`src/design/sram_pkg.sv`:
```
package sram_pkg;

  localparam int ADDR_W = 20;
  localparam int DATA_W = 18;
  localparam int WORD_IDX_W = 2;
  localparam int MEM_ADDR_W = 22;
  localparam int BURST_W = 72;
  localparam int SEL_BURST_W = 8;
  localparam int LANE0_MSB = 8;
  localparam int LANE1_LSB = 9;
  localparam int STEP_W = 4;

  // Rise counts after the starting positive rise, which is step 0.
  localparam logic [STEP_W-1:0] STEP_START = 4'h0;
  localparam logic [STEP_W-1:0] STEP_ONE = 4'h1;
  localparam logic [STEP_W-1:0] WR_FIRST_STEP = 4'h2;
  localparam logic [STEP_W-1:0] WR_LAST_STEP = 4'h5;
  localparam logic [STEP_W-1:0] RD_FIRST_STEP = 4'h5;
  localparam logic [STEP_W-1:0] RD_LAST_STEP = 4'h8;
  localparam logic [WORD_IDX_W-1:0] LAST_WORD = 2'h3;

  localparam logic [DATA_W-1:0] DATA_RESET = 18'h00000;
  localparam logic [ADDR_W-1:0] ADDR_RESET = 20'h00000;
  localparam logic [BURST_W-1:0] BURST_RESET = 72'h000000000000000000;
  localparam logic [1:0] BYTE_SEL_IDLE = 2'h3;

  typedef struct packed {
    logic active;
    logic [STEP_W-1:0] step;
    logic [ADDR_W-1:0] addr;
  } slot_t;

  localparam slot_t SLOT_RESET = '{1'b0, 4'h0, 20'h00000};

  typedef enum logic [1:0] {
    CLK_STOPPED = 2'b00,
    CLK_RESTART = 2'b01,
    CLK_RUNNING = 2'b10
  } clk_state_t;

  function automatic slot_t slot_start(input logic [ADDR_W-1:0] addr);
    slot_t r;
    r.active = 1'b1;
    r.step = STEP_START;
    r.addr = addr;
    return r;
  endfunction : slot_start

  // A slot stays active through its last step and frees on the next rise.
  function automatic slot_t slot_advance(input slot_t s, input logic [STEP_W-1:0] last);
    slot_t r;
    r = s;
    if (s.active) begin
      r.step = s.step + STEP_ONE;
      r.active = (s.step != last);
    end
    return r;
  endfunction : slot_advance

  function automatic logic in_window(input slot_t s, input logic [STEP_W-1:0] first,
                                     input logic [STEP_W-1:0] last);
    return s.active && (s.step >= first) && (s.step <= last);
  endfunction : in_window

  function automatic logic [WORD_IDX_W-1:0] word_index(input logic [STEP_W-1:0] step,
                                                       input logic [STEP_W-1:0] first);
    logic [STEP_W-1:0] diff;
    diff = step - first;
    return diff[WORD_IDX_W-1:0];
  endfunction : word_index

  function automatic logic [DATA_W-1:0] lane_merge(input logic [DATA_W-1:0] old_word,
                                                   input logic [DATA_W-1:0] new_word,
                                                   input logic [1:0] sel_n);
    logic [DATA_W-1:0] r;
    r = old_word;
    if (!sel_n[0]) begin
      r[LANE0_MSB:0] = new_word[LANE0_MSB:0];
    end
    if (!sel_n[1]) begin
      r[DATA_W-1:LANE1_LSB] = new_word[DATA_W-1:LANE1_LSB];
    end
    return r;
  endfunction : lane_merge

endpackage : sram_pkg

```
`src/design/sram_link_if.sv`:
```
`timescale 1ns/1ps
interface sram_link_if;
  logic k;
  logic k_n;
  logic read_port_select_n;
  logic write_port_select_n;
  logic [sram_pkg::ADDR_W-1:0] addr;
  logic [sram_pkg::DATA_W-1:0] d;
  logic [1:0] byte_write_select_n;
  logic [sram_pkg::DATA_W-1:0] q;
  logic q_oe;

  modport ctrl_mp (
    output k, k_n, read_port_select_n, write_port_select_n, addr, d, byte_write_select_n,
    input q, q_oe
  );

  modport dev_mp (
    input k, k_n, read_port_select_n, write_port_select_n, addr, d, byte_write_select_n,
    output q, q_oe
  );
endinterface : sram_link_if

```
`src/design/sram_controller.sv`:
```
`timescale 1ns/1ps
module sram_controller (
  input wire logic clk_in,
  input wire logic nrst_in,
  sram_link_if.ctrl_mp link,
  input wire logic clk_run_in,
  input wire logic rd_req_in,
  input wire logic [sram_pkg::ADDR_W-1:0] rd_addr_in,
  input wire logic wr_req_in,
  input wire logic [sram_pkg::ADDR_W-1:0] wr_addr_in,
  input wire logic [sram_pkg::BURST_W-1:0] wr_data_in,
  input wire logic [sram_pkg::SEL_BURST_W-1:0] wr_byte_sel_n_in,
  output logic rd_ack_out,
  output logic wr_ack_out,
  output logic [sram_pkg::BURST_W-1:0] rd_data_out,
  output logic rd_valid_out
);

  sram_pkg::clk_state_t clk_state_reg;
  logic phase_reg;
  logic rise_now;
  logic k_now;
  logic rd_issue;
  logic wr_issue;
  logic rd_last_reg;
  logic wr_last_reg;
  logic rd_sel_reg;
  logic wr_sel_reg;
  sram_pkg::slot_t rd_slot_reg [2];
  sram_pkg::slot_t wr_slot_reg [2];
  sram_pkg::slot_t rd_slot_next [2];
  sram_pkg::slot_t wr_slot_next [2];
  logic [sram_pkg::BURST_W-1:0] wr_buf_reg [2];
  logic [sram_pkg::SEL_BURST_W-1:0] wr_bsel_reg [2];
  logic rd_hit;
  logic [sram_pkg::WORD_IDX_W-1:0] rd_idx;
  logic wr_hit;
  logic [sram_pkg::DATA_W-1:0] wr_word;
  logic [1:0] wr_word_sel_n;
  logic k_reg;
  logic kn_reg;
  logic rd_port_n_reg;
  logic wr_port_n_reg;
  logic [sram_pkg::ADDR_W-1:0] addr_reg;
  logic [sram_pkg::DATA_W-1:0] d_reg;
  logic [1:0] bsel_n_reg;
  logic cap1_reg;
  logic cap2_reg;
  logic [sram_pkg::WORD_IDX_W-1:0] cap1_idx_reg;
  logic [sram_pkg::WORD_IDX_W-1:0] cap2_idx_reg;
  logic [sram_pkg::BURST_W-1:0] rd_buf_reg;

  assign rise_now = clk_run_in && (clk_state_reg == sram_pkg::CLK_RUNNING);
  assign k_now = rise_now & ~phase_reg;
  assign rd_issue = k_now & rd_req_in & ~rd_last_reg;
  assign wr_issue = k_now & wr_req_in & ~wr_last_reg & ~rd_issue;

  // A restart first drives the pattern of the phase before, so the next rise is a clean one.
  always_ff @(posedge clk_in or negedge nrst_in) begin
    if (!nrst_in) begin
      clk_state_reg <= sram_pkg::CLK_STOPPED;
      phase_reg <= 1'b0;
      k_reg <= 1'b1;
      kn_reg <= 1'b1;
    end else begin
      case (clk_state_reg)
        sram_pkg::CLK_STOPPED: begin
          if (clk_run_in) begin
            k_reg <= phase_reg;
            kn_reg <= ~phase_reg;
            clk_state_reg <= sram_pkg::CLK_RUNNING;
          end
        end
        sram_pkg::CLK_RUNNING: begin
          if (clk_run_in) begin
            k_reg <= ~phase_reg;
            kn_reg <= phase_reg;
            phase_reg <= ~phase_reg;
          end else begin
            k_reg <= 1'b1;
            kn_reg <= 1'b1;
            clk_state_reg <= sram_pkg::CLK_STOPPED;
          end
        end
        default: begin
          clk_state_reg <= sram_pkg::CLK_STOPPED;
        end
      endcase
    end
  end

  always_ff @(posedge clk_in or negedge nrst_in) begin
    if (!nrst_in) begin
      rd_last_reg <= 1'b0;
      wr_last_reg <= 1'b0;
      rd_port_n_reg <= 1'b1;
      wr_port_n_reg <= 1'b1;
      addr_reg <= sram_pkg::ADDR_RESET;
      rd_ack_out <= 1'b0;
      wr_ack_out <= 1'b0;
    end else begin
      rd_port_n_reg <= ~rd_issue;
      wr_port_n_reg <= ~wr_issue;
      rd_ack_out <= rd_issue;
      wr_ack_out <= wr_issue;
      if (k_now) begin
        rd_last_reg <= rd_issue;
        wr_last_reg <= wr_issue;
      end
      if (rd_issue) begin
        addr_reg <= rd_addr_in;
      end else if (wr_issue) begin
        addr_reg <= wr_addr_in;
      end
    end
  end

  always_comb begin
    for (int i = 0; i < 2; i++) begin
      if (rd_issue && (rd_sel_reg == 1'(i))) begin
        rd_slot_next[i] = sram_pkg::slot_start(rd_addr_in);
      end else begin
        rd_slot_next[i] = sram_pkg::slot_advance(rd_slot_reg[i], sram_pkg::RD_LAST_STEP);
      end
      if (wr_issue && (wr_sel_reg == 1'(i))) begin
        wr_slot_next[i] = sram_pkg::slot_start(wr_addr_in);
      end else begin
        wr_slot_next[i] = sram_pkg::slot_advance(wr_slot_reg[i], sram_pkg::WR_LAST_STEP);
      end
    end
  end

  always_ff @(posedge clk_in or negedge nrst_in) begin
    if (!nrst_in) begin
      rd_sel_reg <= 1'b0;
      wr_sel_reg <= 1'b0;
      for (int i = 0; i < 2; i++) begin
        rd_slot_reg[i] <= sram_pkg::SLOT_RESET;
        wr_slot_reg[i] <= sram_pkg::SLOT_RESET;
        wr_buf_reg[i] <= sram_pkg::BURST_RESET;
        wr_bsel_reg[i] <= 8'hFF;
      end
    end else if (rise_now) begin
      if (rd_issue) begin
        rd_sel_reg <= ~rd_sel_reg;
      end
      if (wr_issue) begin
        wr_sel_reg <= ~wr_sel_reg;
        wr_buf_reg[wr_sel_reg] <= wr_data_in;
        wr_bsel_reg[wr_sel_reg] <= wr_byte_sel_n_in;
      end
      for (int i = 0; i < 2; i++) begin
        rd_slot_reg[i] <= rd_slot_next[i];
        wr_slot_reg[i] <= wr_slot_next[i];
      end
    end
  end

  always_comb begin
    rd_hit = 1'b0;
    rd_idx = 2'h0;
    wr_hit = 1'b0;
    wr_word = sram_pkg::DATA_RESET;
    wr_word_sel_n = sram_pkg::BYTE_SEL_IDLE;
    for (int i = 0; i < 2; i++) begin
      if (sram_pkg::in_window(rd_slot_next[i], sram_pkg::RD_FIRST_STEP, sram_pkg::RD_LAST_STEP)) begin
        rd_hit = 1'b1;
        rd_idx = sram_pkg::word_index(rd_slot_next[i].step, sram_pkg::RD_FIRST_STEP);
      end
      if (sram_pkg::in_window(wr_slot_next[i], sram_pkg::WR_FIRST_STEP, sram_pkg::WR_LAST_STEP)) begin
        wr_hit = 1'b1;
        wr_word = wr_buf_reg[i][sram_pkg::DATA_W *
                  sram_pkg::word_index(wr_slot_next[i].step, sram_pkg::WR_FIRST_STEP) +: sram_pkg::DATA_W];
        wr_word_sel_n = wr_bsel_reg[i][2 *
                        sram_pkg::word_index(wr_slot_next[i].step, sram_pkg::WR_FIRST_STEP) +: 2];
      end
    end
  end

  // Write words go out with the rise that the device takes them on.
  always_ff @(posedge clk_in or negedge nrst_in) begin
    if (!nrst_in) begin
      d_reg <= sram_pkg::DATA_RESET;
      bsel_n_reg <= sram_pkg::BYTE_SEL_IDLE;
    end else if (rise_now && wr_hit) begin
      d_reg <= wr_word;
      bsel_n_reg <= wr_word_sel_n;
    end
  end

  // The device answers one edge after it sees a rise, so read words are caught two edges after driving it.
  always_ff @(posedge clk_in or negedge nrst_in) begin
    if (!nrst_in) begin
      cap1_reg <= 1'b0;
      cap2_reg <= 1'b0;
      cap1_idx_reg <= 2'h0;
      cap2_idx_reg <= 2'h0;
      rd_buf_reg <= sram_pkg::BURST_RESET;
      rd_data_out <= sram_pkg::BURST_RESET;
      rd_valid_out <= 1'b0;
    end else begin
      cap1_reg <= rise_now & rd_hit;
      cap1_idx_reg <= rd_idx;
      cap2_reg <= cap1_reg;
      cap2_idx_reg <= cap1_idx_reg;
      rd_valid_out <= cap2_reg && (cap2_idx_reg == sram_pkg::LAST_WORD);
      if (cap2_reg) begin
        rd_buf_reg[sram_pkg::DATA_W * cap2_idx_reg +: sram_pkg::DATA_W] <= link.q;
        if (cap2_idx_reg == sram_pkg::LAST_WORD) begin
          rd_data_out <= {link.q, rd_buf_reg[sram_pkg::BURST_W-sram_pkg::DATA_W-1:0]};
        end
      end
    end
  end

  assign link.k = k_reg;
  assign link.k_n = kn_reg;
  assign link.read_port_select_n = rd_port_n_reg;
  assign link.write_port_select_n = wr_port_n_reg;
  assign link.addr = addr_reg;
  assign link.d = d_reg;
  assign link.byte_write_select_n = bsel_n_reg;

endmodule : sram_controller

```
`src/flat_wrapper.sv`:
```
// flat-port wrapper written by rule: the top's interface ports become plain ports
module sram_controller_flat 
  (clk_in, nrst_in, clk_run_in, rd_req_in, rd_addr_in, wr_req_in, wr_addr_in, wr_data_in, wr_byte_sel_n_in, rd_ack_out, wr_ack_out, rd_data_out, rd_valid_out, link_k, link_k_n, link_read_port_select_n, link_write_port_select_n, link_addr, link_d, link_byte_write_select_n, link_q, link_q_oe);
  sram_link_if link_i ();
  input wire logic clk_in;
  input wire logic nrst_in;
  input wire logic clk_run_in;
  input wire logic rd_req_in;
  input wire logic [sram_pkg::ADDR_W-1:0] rd_addr_in;
  input wire logic wr_req_in;
  input wire logic [sram_pkg::ADDR_W-1:0] wr_addr_in;
  input wire logic [sram_pkg::BURST_W-1:0] wr_data_in;
  input wire logic [sram_pkg::SEL_BURST_W-1:0] wr_byte_sel_n_in;
  output logic rd_ack_out;
  output logic wr_ack_out;
  output logic [sram_pkg::BURST_W-1:0] rd_data_out;
  output logic rd_valid_out;
  output wire logic [$bits(link_i.k)-1:0] link_k;
  output wire logic [$bits(link_i.k_n)-1:0] link_k_n;
  output wire logic [$bits(link_i.read_port_select_n)-1:0] link_read_port_select_n;
  output wire logic [$bits(link_i.write_port_select_n)-1:0] link_write_port_select_n;
  output wire logic [$bits(link_i.addr)-1:0] link_addr;
  output wire logic [$bits(link_i.d)-1:0] link_d;
  output wire logic [$bits(link_i.byte_write_select_n)-1:0] link_byte_write_select_n;
  input wire logic [$bits(link_i.q)-1:0] link_q;
  input wire logic [$bits(link_i.q_oe)-1:0] link_q_oe;
  assign link_k = link_i.k;
  assign link_k_n = link_i.k_n;
  assign link_read_port_select_n = link_i.read_port_select_n;
  assign link_write_port_select_n = link_i.write_port_select_n;
  assign link_addr = link_i.addr;
  assign link_d = link_i.d;
  assign link_byte_write_select_n = link_i.byte_write_select_n;
  assign link_i.q = link_q;
  assign link_i.q_oe = link_q_oe;
  sram_controller u_core (.clk_in(clk_in), .nrst_in(nrst_in), .link(link_i), .clk_run_in(clk_run_in), .rd_req_in(rd_req_in), .rd_addr_in(rd_addr_in), .wr_req_in(wr_req_in), .wr_addr_in(wr_addr_in), .wr_data_in(wr_data_in), .wr_byte_sel_n_in(wr_byte_sel_n_in), .rd_ack_out(rd_ack_out), .wr_ack_out(wr_ack_out), .rd_data_out(rd_data_out), .rd_valid_out(rd_valid_out));
endmodule
```
`config.mk`:
```
export PLATFORM = sky130hd
export DESIGN_NAME = sram_controller_flat
export DESIGN_NICKNAME = d
export VERILOG_FILES = /design/src/design/sram_pkg.sv /design/src/design/sram_link_if.sv /design/src/design/sram_controller.sv /design/src/flat_wrapper.sv
export SDC_FILE = /design/constraint.sdc
export NUM_CORES = 1
export LEC_CHECK = 0
export ABC_AREA = 1
export BUFFER_PORTS_ARGS = -buffer_cell sky130_fd_sc_hd__buf_2
export CORE_MARGIN = 5
export CORE_UTILIZATION = 60
export DETAILED_ROUTE_END_ITERATION = 7
export HOLD_SLACK_MARGIN = 0.02
export PLACE_DENSITY = 0.84
export SKIP_LAST_GASP = 1
export SYNTH_ARGS = -nofsm -noshare
export SYNTH_HDL_FRONTEND = slang
export SYNTH_SLANG_ARGS = --single-unit
```
`constraint.sdc`:
```
create_clock -name clk_in -period 3.8 [get_ports clk_in]
set_input_delay 0.76 -clock clk_in [delete_from_list [all_inputs] [get_ports clk_in]]
set_output_delay 0.76 -clock clk_in [all_outputs]
set_load 0.01 [all_outputs]
```
* Yosys cells after proc, flatten, opt, wreduce, memory -nomap -nowiden *
Index checks and enable logic that the tools add are counted.
Widths: inputs -> output; s select.

storage, ports and cells
  output and inout bits = 119
  bits in registers = 464
  input port bits = 144

operators by class
  add/subtract/negate cells = 9
  multipliers = 3
  reduce and logical (&&, ||, !) cells = 29
  eq/ne operators = 8
  order comparisons = 10
  muxes and demuxes = 36
  bitwise gates (word level) = 15
  shifts and indexed selects = 6

operators by type and width
  operator                  count
  $bwmux 144                1
  $shiftx 72x8->18          2
  $mux 25                   4
  $bwmux 72                 1
  $demux 72 s1              1
  $mux 72                   1
  $shift 18x34->72 const A  1
  $shiftx 18x34->72         1
  $mux 20                   2
  $mux 18                   2
  $neg 7->34                1
  $mux 5                    4
  $reduce_and 2->1          10
  $mul 4x2->6 const A       3
  $add 4x1->4 const B       4
  $bwmux 16                 1
  $logic_and 1x1->1         16
  $shiftx 8x4->2            2
  $mux 2                    6
  $demux 8 s1               1
  $ge 4x2->1 const B        2
  $ge 4x3->1 const B        2
  $le 4x3->1 const B        2
  $le 4x4->1 const B        2
  17 further kinds          44

* Depth between registers and ports, before layout *
Gate-level depths: netlist of the first run.

  depth after elaboration = 15
  gate-level depth with buffers = 15
  mapped depth without buffers = 13

* Least setup slack after synthesis of the first run *
No wires, ideal clock.

  kind = input port to flip-flop
  from = input port clk_run_in
  to = register u_core.cap1_idx_reg[0] (netlist name)
  path slack = 1.366 ns
  data required time = 3.678 ns
  library setup time = 0.122 ns
  stages on the path = 12
  arrival time = 2.313 ns
  buffers on the path = 1
  cell sequence = ha_1 -> buf_4 -> nand2_4 -> nor2_1 -> nand2_1 -> nand2_1 -> ha_1 -> inv_1 -> o211ai_1 -> nand3_1 -> nand3_1 -> o21ai_1

between the ends
  cells in the longest elaborated chain, start to end = 11
  elaborated cells on any way between the ends = 20

ends and longest elaborated chain
  element                         line                    RTL
  start: declaration              flat_wrapper.sv:7       input wire logic clk_run_in;
  $logic_and 1x1->1 *             sram_controller.sv:53   assign rise_now = clk_run_in && (clk_state_reg == sram_pkg::CLK_RUNNING);
  $and 1x1->1 *                   sram_controller.sv:54   assign k_now = rise_now & ~phase_reg;
  $and 1x1->1 * (2 in a row)      sram_controller.sv:55   assign rd_issue = k_now & rd_req_in & ~rd_last_reg;
  $logic_and 1x1->1               sram_controller.sv:120  if (rd_issue && (rd_sel_reg == 1'(i))) begin
  $mux 25                         sram_controller.sv:120
  $ge 4x3->1                      sram_pkg.sv:62          return s.active && (s.step >= first) && (s.step <= last);
  $logic_and 1x1->1 (2 in a row)  sram_pkg.sv:62
  $mux 2                          sram_controller.sv:166  if (sram_pkg::in_window(rd_slot_next[i], sram_pkg::RD_FIRST_STEP, sram_pkg::RD_LAST_STEP)) begin
  $mux 2 *                        sram_controller.sv:166
  via u_core.rd_idx, one bit      sram_controller.sv:36   logic [sram_pkg::WORD_IDX_W-1:0] rd_idx;
  end signal: assignment          sram_controller.sv:203  cap1_idx_reg <= rd_idx;
  end: declaration                sram_controller.sv:49   logic [sram_pkg::WORD_IDX_W-1:0] cap1_idx_reg;

Mark *: on every way through the listed nets, which the timed path passes. The rest lies on a longest branch.
A chain may end at the register's enable or synchronous reset.

* Worst setup path in the final report of the first run *
  from = register u_core.cap2_idx_reg[0] (netlist name)
  to = register u_core.rd_buf_reg[50] (netlist name)

between the ends
  cells in the longest elaborated chain, start to end = 4
  elaborated cells on any way between the ends = 5

ends and longest elaborated chain
  element                                                line                    RTL
  start: declaration                                     sram_controller.sv:50   logic [sram_pkg::WORD_IDX_W-1:0] cap2_idx_reg;
  start signal: assignment                               sram_controller.sv:205  cap2_idx_reg <= cap1_idx_reg;
  $mul 4x2->6 *                                          sram_controller.sv:208  rd_buf_reg[sram_pkg::DATA_W * cap2_idx_reg +: sram_pkg::DATA_W] <= link.q;
  $neg 7->34 *                                           sram_controller.sv:208
  $shiftx 18x34->72 or $shift 18x34->72 (tied branches)  sram_controller.sv:208
  $bwmux 72 *                                            sram_controller.sv:208
  end signal: assignment                                 sram_controller.sv:198  rd_buf_reg <= sram_pkg::BURST_RESET;
  end signal: indexed assignment                         sram_controller.sv:208
  end: declaration                                       sram_controller.sv:51   logic [sram_pkg::BURST_W-1:0] rd_buf_reg;

Every way passes the cells marked *; elsewhere a longest branch is shown, timed or not.

==> flow_metrics.env, run 1 <==
export IMPL_insertedDiodeCount=0
export IMPL_finClkSkew_ns=0.0183
export IMPL_avgSynthCellArea_um2=8.20
export IMPL_finalHoldViolCount=0
export IMPL_postCtsSetupBuffers=0
export IMPL_cts_inserted_buffers=38
export IMPL_postSynthCellCount=2089
export IMPL_yosys_area_top_type="dfrtp_1"
export IMPL_die_area_um2=32000
export IMPL_grt_total_usage_pct=29.1
export IMPL_rows=61
export IMPL_cts_sink_count=365
export IMPL_cts_root_buf="clkbuf_16"
export IMPL_io_pin_count=263
export IMPL_nNetsFinal=2466
export IMPL_ys_top_cells_by_count="nand2_1, dfrtp_1, o21ai_0"
export IMPL_synth_enable_flop_cells=0
export IMPL_ys_seq_area_share_pct=53.5
export IMPL_fmax_mhz=347
export IMPL_path_clk_slew_ns=0.06
export IMPL_drive_gt1_share_pct=17.2
export IMPL_portBuffers=261
export IMPL_crit_arrival_ns=3.24
export IMPL_drv_slew=0
export IMPL_finalSetupViolCount=0
export IMPL_largest_reg_flops=144
export IMPL_drt_first_pass_iters=8
export IMPL_tightest_slew_ns=0.969
export IMPL_violations="DRC"
export IMPL_crit_path_max_fanout=24
export IMPL_die_height_um=179
export IMPL_critPathRequiredTime_ns=4.16
export IMPL_nFillCells=2205
export IMPL_ys_warn_count=0
export IMPL_rsz0062_at_grt="false"
export IMPL_hpwl_um=32200
export IMPL_grt_start_max_net_pins=112
export IMPL_area_delta_synth_final_pct=16.4
export IMPL_grt_pass1_wl_um=75300
export IMPL_synth_fp_nets=2252
export IMPL_initial_utilization_pct=61.2
export IMPL_ys_seq_elements=365
export IMPL_cts_resized=0
export IMPL_timing_slew_headroom_pct=35.4
export IMPL_ys_flop_type="dfrtp_1"
export IMPL_die_x_um=179
export IMPL_critPathLaunchType="register"
export IMPL_wl_per_cell_um=17.4
export IMPL_post_drt_via_cell_ratio=5.66
export IMPL_path_class="register to register"
export IMPL_drt_initial_drc_count=1677
export IMPL_place_congestion=0.996
export IMPL_yosysUniqueCellTypes=45
export IMPL_async_flop_share_pct=100
export IMPL_grt_pass1_vias=14657
export IMPL_powerDensity_nw_per_um2=892
export IMPL_yosysMostFrequentCell="nand2_1"
export IMPL_cts_htree_levels=2
export IMPL_peakVddDrop_uv=490
export IMPL_clockBufferDepth=3
export IMPL_antenna_left=0
export IMPL_p_leak_nw=10.5
export IMPL_synth_top_cell_area_share_pct=50.1
export IMPL_coreArea_um2=28000
export IMPL_finalWirelength_um=47100
export IMPL_tns_ns=0
export IMPL_status="finished with violations"
export IMPL_final_setup_worst_slack_ns=0.915
export IMPL_insertion_delay_ns=0.52
export IMPL_min_period_ns=2.89
export IMPL_drv_cap=0
export IMPL_dp_slack_ns=0.546
export IMPL_grt_remaining_overflow=0
export IMPL_synthTopCellsByArea="dfrtp_1, nand2_1, o21ai_0"
export IMPL_remaining_drc_errors=3
export IMPL_hold_path_class="input port to asynchronous set/reset pin"
export IMPL_cts_tree="done"
export IMPL_via_count=15319
export IMPL_syn_area_um2=17100
export IMPL_antenna_found_initial=1
export IMPL_timing_final_crit_share_pct=75.9
export IMPL_ctsHoldBuffers=0
export IMPL_crit_path_end_kind="register"
-- area by class of cell --
cell class              count  area [um^2]  area share [%]
flip-flops and latches    365         9160            46.0
multi-input cells        1343         6470            32.5
repair buffers            297         1620            8.15
clock buffers              56         1130            5.67
inverters                 258          968            4.86
well taps                 378          473            2.37
clock inverters             9          103           0.515
-- worst max-delay path, stage by stage, from the launching register on --
cell and delay [ns]:
dfrtp_1 0.34, clkinv_1 0.06, buf_4 0.17, ha_1 0.30, buf_4 0.21, inv_1 0.57
nor2_1 0.30, a22oi_1 0.33, nand2_1 0.07, o21ai_0 0.22, o22ai_1 0.14
-- path summary, 6_finish.rpt --
kind                                                       start                            endpoint  slack, ns  cells after the start
worst max-delay path            u_core.cap2_idx_reg[0]$_DFF_PN0_   u_core.rd_buf_reg[50]$_DFFE_PN0P_       0.91                     10
worst min-delay path                                     nrst_in  u_core.rd_data_out[30]$_DFFE_PN0P_       0.22                      1
worst max register to register  u_core.cap2_idx_reg[0]$_DFF_PN0_   u_core.rd_buf_reg[50]$_DFFE_PN0P_       0.91                     10
worst min register to register  u_core.cap1_idx_reg[0]$_DFF_PN0_    u_core.cap2_idx_reg[0]$_DFF_PN0_       0.36                      0
max in group asynchronous                                nrst_in  u_core.wr_buf_reg[130]$_DFFE_PN0P_       2.58                      2
min in group clk_in             u_core.cap1_idx_reg[0]$_DFF_PN0_    u_core.cap2_idx_reg[0]$_DFF_PN0_       0.36                      0
-- logic make-up (layout without fill, tap and decap cells) --
family | after synthesis | after routing | synth area share (%)
AO/OA/AOI/OAI | 505 | 505 | 15.9
XOR/XNOR | 8 | 8 | 0.409
adder cells (fa/ha/maj) | 19 | 19 | 1.39
buffers and inverters | 381 | 620 | 8.90
flip-flops | 365 | 365 | 53.5
AND/OR/NAND/NOR | 811 | 811 | 19.9
-- metrics by stage --
step                      std cells  hold WS (ns)  cell area [um^2]  util, %  total power, mW
after global placement         2641         0.333             18700     66.8             13.7
after floorplan                2089         0.331             17100        -             11.5
after CTS                      2706         0.233             19900     71.2             17.7
after global routing           2706         0.274             19900     71.2             19.1
after detailed placement       2641         0.345             18700     66.8             14.0
final                          2706         0.222             19900     71.2             17.8
-- layer usage --
layer | wire (um) | GRT usage, %
met5 | 7 | 0
met4 | 1600 | 10.6
met2 | 22000 | 46.1
met3 | 4150 | 4.13
met1 | 19400 | 41.4
-- power breakdown --
group / total, mW / switching, mW / internal [mW]
combinational: 7.72 / 5.04 / 2.68
sequential: 6.39 / 0.873 / 5.51
clock: 3.68 / 1.49 / 2.19
total: 17.8 / 7.40 / 10.4
-- cells in the final DEF, fill, tap and decap left out, types with 6 or more instances in the layout --
cell | Yosys | layout
a21oi_1 | 61 | 61
a22oi_1 | 12 | 12
a31oi_1 | 7 | 7
buf_2 | 43 | 260
buf_4 | 7 | 33
clkbuf_1 | 69 | 8
clkbuf_16 | 0 | 39
clkbuf_8 | 0 | 9
dfrtp_1 | 343 | 343
dfstp_2 | 22 | 22
ha_1 | 19 | 19
inv_1 | 251 | 251
nand2_1 | 534 | 533
nand3_1 | 67 | 67
nand3b_1 | 42 | 42
nor2_1 | 139 | 138
nor3_1 | 7 | 7
o21ai_0 | 332 | 332
o21ai_1 | 7 | 7
o22ai_1 | 62 | 62
or2_2 | 6 | 6
No activity file was read; power rests on OpenSTA's default activity.
==> run 2: changes to the inputs <==
ABC_AREA = 0   (was 1)
CORE_UTILIZATION = 51   (was 60)
PLACE_DENSITY = 0.76   (was 0.84)
clock period = 2.5 ns   (was 3.8 ns; I/O delays follow)
==> flow_metrics.env, run 2 <==
export IMPL_status="finished clean"
export IMPL_grt_busiest_layer="met2"
export IMPL_ys_seq_elements=365
export IMPL_p_sw_mw=8.50
export IMPL_finalWirelength_um=43600
export IMPL_timing_final_crit_share_pct=93.5
export IMPL_cts_inserted_buffers=39
export IMPL_ys_seq_area_share_pct=54.9
export IMPL_p_total_mw=23.6
export IMPL_cts_root_buf="clkbuf_16"
export IMPL_grt_remaining_overflow=0
export IMPL_final_util_pct=62.1
export IMPL_die_area_um2=36400
export IMPL_tightest_slew_ns=0.686
export IMPL_finish_instance_area_um2=20100
export IMPL_cts_resized=0
export IMPL_p_leak_nw=10.2
export IMPL_grt_pass1_vias=13485
export IMPL_syn_area_um2=16700
export IMPL_die_x_um=191
export IMPL_yosys_area_top_type="dfrtp_1"
export IMPL_yosysMostFrequentCell="nand2_1"
export IMPL_tns_ns=0
export IMPL_post_drt_via_cell_ratio=5.53
export IMPL_synthTopCellsByArea="dfrtp_1, nand2_1, mux2_2"
export IMPL_cts_sink_count=365
export IMPL_coreArea_um2=32500
export IMPL_drv_cap=0
export IMPL_globalRouteMet2Util_pct=38.0
export IMPL_ys_warn_count=0
export IMPL_grt_total_usage_pct=23.7
export IMPL_nNetsFinal=2092
export IMPL_grt_use_met1_pct=32.9
export IMPL_place_congestion=0.927
export IMPL_peakVddDrop_uv=762
export IMPL_antenna_found_initial=2
export IMPL_p_seq_share_pct=38.2
export IMPL_hold_path_class="input port to register"
export IMPL_insertion_delay_ns=0.53
export IMPL_die_height_um=191
export IMPL_via_count=13300
export IMPL_dp_slack_ns=-0.132
export IMPL_drt_first_pass_iters=8
export IMPL_intPower_mw=15.1
export IMPL_crit_path_max_fanout=4
export IMPL_postSynthCellCount=1671
export IMPL_synth_enable_flop_cells=0
export IMPL_fmax_mhz=428
export IMPL_clockBufferDepth=3
export IMPL_finClkSkew_ns=0.0242
export IMPL_crit_arrival_ns=2.78
export IMPL_cts_htree_levels=2
export IMPL_wl_per_cell_um=18.1
export IMPL_rsz0062_at_grt="false"
export IMPL_final_cell_mix="nand2_1, dfrtp_1, buf_2, o21ai_0, mux2_2"
export IMPL_rows=66
export IMPL_powerDensity_nw_per_um2=1170
export IMPL_crit_path_end_kind="register"
export IMPL_drive_gt1_share_pct=26.6
export IMPL_grt_start_max_net_pins=91
export IMPL_finalSetupViolCount=0
export IMPL_portBuffers=261
export IMPL_remaining_drc_errors=0
export IMPL_rrSetupSlack_ns=0.16
export IMPL_drv_slew=0
export IMPL_path_clk_slew_ns=0.06
export IMPL_ys_top_cells_by_count="nand2_1, dfrtp_1, o21ai_0"
export IMPL_synth_fp_nets=1834
export IMPL_final_common_cell="nand2_1"
export IMPL_min_period_ns=2.34
export IMPL_io_pin_count=263
export IMPL_timing_slew_headroom_pct=53.9
export IMPL_area_delta_synth_final_pct=20.8
export IMPL_final_setup_worst_slack_ns=0.162
export IMPL_dpl_cell_area_um2=18800
export IMPL_swShare_pct=36.1
export IMPL_path_class="register to register"
export IMPL_yosysUniqueCellTypes=73
export IMPL_hpwl_um=29900
export IMPL_finalHoldViolCount=0
export IMPL_use_met3_pct=4.16
export IMPL_power_share_combinational_pct=36.4
export IMPL_initial_utilization_pct=51.4
export IMPL_antenna_left=0
export IMPL_grt_pass1_wl_um=70400
export IMPL_ctsHoldBuffers=1
export IMPL_avgSynthCellArea_um2=9.98
export IMPL_cts_tree="done"
export IMPL_largest_reg_flops=144
export IMPL_ys_flop_type="dfrtp_1"
export IMPL_critPathRequiredTime_ns=2.94
export IMPL_synth_top_cell_area_share_pct=51.5
export IMPL_async_flop_share_pct=100
export IMPL_drt_initial_drc_count=989
export IMPL_critPathLaunchType="register"
export IMPL_postCtsSetupBuffers=0
export IMPL_clockPowerShare_pct=25.4
run 2: cell types whose count changed in the layout (fill, tap and decap cells not counted), moves of 37 or more:
cell | before | now
inv_1 | 251 | 66
nand2_1 | 533 | 496
nor2_1 | 138 | 34
o21ai_0 | 332 | 113
mux2i_1 | 0 | 73
mux2_2 | 0 | 76
run 2: cell families (layout without fill, tap and decap cells):
family | Yosys count | after routing | share of synthesized area (%)
other | 0 | 4 | 0
muxes | 157 | 157 | 10.6
xor gates and xnor gates | 11 | 11 | 0.750
DFF | 365 | 365 | 54.9
buffers and inverters | 177 | 464 | 4.61
adders and majority gates | 19 | 19 | 1.43
and+or+nand+nor | 624 | 624 | 15.5
AOI/OAI and AO/OA | 318 | 318 | 12.2
run 2: routing by layer:
layer	up-vias	wire length, um	share of wire [%]
met3	105	2980	6.8
met4	0	1470	3.4
li1	6178	-	-
met2	537	20500	47
met5	-	0	0
met1	6480	18700	43
run 2: worst max-delay path, cell delays in order, from the launching register on:
cell	delay [ns]
dfrtp_1	0.34
ha_1	0.18
and4bb_2	0.28
nand2_1	0.11
and2_1	0.18
inv_1	0.08
ha_1	0.13
inv_1	0.05
or3_1	0.36
mux2i_1	0.20
and2_1	0.20
a22o_1	0.16
run 2: cell type report:
cell class                      count  area (um^2)
Fill cell                        2626        12300
Sequential cell                   365         9160
Multi-Input combinational cell   1129         6800
Timing Repair Buffer              326         2020
Clock buffer                       53         1140
Tap cell                          442          553
Inverter                           68          255
Clock inverter                     17          208
Antenna cell                        4         10.0
run 2: worst paths after layout:
kind | endpoint | start | cells after the start
max | u_core.cap1_idx_reg[1]$_DFF_PN0_ | u_core.clk_state_reg[1]$_DFFE_PN0P_ | 11
min in group asynchronous | u_core.rd_data_out[29]$_DFFE_PN0P_ | nrst_in | 2
max reg2reg | u_core.cap1_idx_reg[1]$_DFF_PN0_ | u_core.clk_state_reg[1]$_DFFE_PN0P_ | 11
min reg2reg | u_core.cap2_idx_reg[0]$_DFF_PN0_ | u_core.cap1_idx_reg[0]$_DFF_PN0_ | 0
max in group asynchronous | u_core.rd_buf_reg[14]$_DFFE_PN0P_ | nrst_in | 3
min | u_core.wr_bsel_reg[4]$_DFFE_PN1P_ | wr_byte_sel_n_in[4] | 3
run 2: through the flow:
step | hold WS (ns) | std cells
after floorplan | 0.204 | 1671
after global placement | 0.334 | 2329
after detailed placement | 0.340 | 2329
after CTS | 0.150 | 2400
after global routing | 0.170 | 2402
final | 0.168 | 2404
run 2: power groups by stage:
stage	Clock (mW)	Sequential (mW)	Combinational, mW
6_report	5.97	9.00	8.58
5_1_grt	6.31	9.22	9.43
4_1_cts	6.07	8.99	8.54
3_5_place_dp	0	9.06	8.48
3_3_place_gp	0	8.97	8.21
2_1_floorplan	0	8.85	5.57
==> run 3: changes to the inputs <==
CORE_UTILIZATION = 60   (was 51)
PLACE_DENSITY = 0.84   (was 0.76)
clock period = 2.8 ns   (was 2.5 ns; I/O delays follow)
==> flow_metrics.env, run 3 (synthesis results as in run 2) <==
export IMPL_status="finished clean"
export IMPL_wl_met2_um=21800
export IMPL_clockBufferDepth=3
export IMPL_hold_path_class="input port to register"
export IMPL_antenna_found_initial=4
export IMPL_timing_final_crit_share_pct=90.4
export IMPL_via_count=13687
export IMPL_wl_per_cell_um=19.2
export IMPL_finalWirelength_um=44700
export IMPL_initial_utilization_pct=60.4
export IMPL_cts_inserted_buffers=38
export IMPL_die_height_um=177
export IMPL_cts_tree="done"
export IMPL_dr_max_layer_used="met5"
export IMPL_fmax_mhz=395
export IMPL_drt_first_pass_iters=6
export IMPL_coreArea_um2=27600
export IMPL_crit_path_max_fanout=7
export IMPL_portBuffers=261
export IMPL_rsz0062_at_grt="false"
export IMPL_dpl_cell_area_um2=18600
export IMPL_die_x_um=177
export IMPL_ctsHoldBuffers=1
export IMPL_grt_pass1_wl_um=72300
export IMPL_p_leak_nw=10.0
export IMPL_route_met3_wl_um=3400
export IMPL_finalSetupViolCount=0
export IMPL_r2r_cells=11
export IMPL_cts_sink_count=365
export IMPL_final_cells=2324
export IMPL_largest_reg_flops=144
export IMPL_critPathRequiredTime_ns=3.22
export IMPL_rows=61
export IMPL_drive_gt1_share_pct=25.5
export IMPL_final_common_cell="nand2_1"
export IMPL_die_area_um2=31200
export IMPL_worstSetupEndpoint="u_core.cap1_idx_reg[1]$_DFF_PN0_"
export IMPL_r2r_start="u_core.clk_state_reg[1]$_DFFE_PN0P_"
export IMPL_timing_slew_headroom_pct=48.0
export IMPL_final_util_pct=72.0
export IMPL_tns_ns=0
export IMPL_critPathLaunchType="register"
export IMPL_dp_slack_ns=0.0955
export IMPL_powerDensity_nw_per_um2=1050
export IMPL_path_clk_slew_ns=0.07
export IMPL_cts_htree_levels=2
export IMPL_post_place_cells=2251
export IMPL_crit_path_end_kind="register"
export IMPL_crit_arrival_ns=2.95
export IMPL_wirelength_met1_um=17600
export IMPL_antenna_left=0
export IMPL_startpoint="u_core.clk_state_reg[1]$_DFFE_PN0P_"
export IMPL_rrSetupSlack_ns=0.27
export IMPL_post_drt_via_cell_ratio=5.89
export IMPL_tightest_slew_ns=0.778
export IMPL_nNetsFinal=2077
export IMPL_final_cell_mix="nand2_1, dfrtp_1, buf_2, o21ai_0, mux2_2"
export IMPL_hold_ws_ns=0.234
export IMPL_area_delta_synth_final_pct=19.3
export IMPL_cts_resized=0
export IMPL_path_class="register to register"
export IMPL_p_total_mw=20.8
export IMPL_finalHoldViolCount=0
export IMPL_grt_remaining_overflow=0
export IMPL_peakVddDrop_uv=628
export IMPL_place_congestion=0.926
export IMPL_postCtsSetupBuffers=0
export IMPL_insertion_delay_ns=0.54
export IMPL_grt_total_usage_pct=28.5
export IMPL_min_period_ns=2.53
export IMPL_hpwl_um=29600
export IMPL_drt_initial_drc_count=1218
export IMPL_grt_pass1_vias=14086
export IMPL_grt_start_max_net_pins=101
export IMPL_io_pin_count=263
export IMPL_cts_root_buf="clkbuf_16"
export IMPL_regToRegEndpoint="u_core.cap1_idx_reg[1]$_DFF_PN0_"
export IMPL_final_setup_worst_slack_ns=0.270
export IMPL_remaining_drc_errors=0
export IMPL_drv_slew=0
export IMPL_finish_instance_area_um2=19900
export IMPL_drv_cap=0
export IMPL_finClkSkew_ns=0.0193
## run 3: cell types whose count changed in the layout (fill, tap and decap cells not counted), sizes merged
cell	before	now
clkbuf	53	62
inv	68	69
buf	325	311
diode	4	3
bufinv	4	2
clkinv	11	2
## run 3: worst min-delay path by stage
stage                         startpoint                                  to  slack (ns)  depth (start not counted)
6_report                  wr_data_in[38]  u_core.wr_buf_reg[110]$_DFFE_PN0P_        0.23                          3
3_3_place_gp   u_core.cap1_reg$_DFF_PN0_           u_core.cap2_reg$_DFF_PN0_        0.33                          0
4_1_cts              wr_byte_sel_n_in[2]   u_core.wr_bsel_reg[2]$_DFFE_PN1P_        0.22                          3
5_1_grt              wr_byte_sel_n_in[5]   u_core.wr_bsel_reg[5]$_DFFE_PN1P_        0.23                          3
3_5_place_dp   u_core.cap1_reg$_DFF_PN0_           u_core.cap2_reg$_DFF_PN0_        0.34                          0
2_1_floorplan                    nrst_in    u_core.cap1_idx_reg[0]$_DFF_PN0_        0.26                          0
## run 3: critical path: stages (launching register included)
cell and delay [ns]:
dfrtp_1 0.44, ha_1 0.22, and4bb_2 0.28, nand2_1 0.08, and2_1 0.18, inv_1 0.11, ha_1 0.16, inv_1 0.06
or3_1 0.36, mux2i_1 0.23, a221oi_2 0.12, a22o_1 0.20
## run 3: power by group
group	internal [mW]	switching [mW]	total, mW
Combinational	3.12	4.53	7.65
Clock	2.99	2.09	5.08
Sequential	7.03	1.07	8.10
## run 3: final cells by class
cell class,count,area (um^2)
Inverter,68,255
Sequential cell,365,9160
Fill cell,1904,7720
Clock buffer,62,1140
Clock inverter,7,109
Multi-Input combinational cell,1129,6870
Timing Repair Buffer,312,1890
Tap cell,378,473
Antenna cell,3,7.51
## run 3: routing by layer
| layer | GRT usage, % | vias up |
|---|---|---|
| met1 | 37.5 | 6730 |
| li1 | - | 6141 |
| met2 | 47.1 | 672 |
| met5 | 0 | - |
| met4 | 11.9 | 2 |
| met3 | 5.23 | 142 |
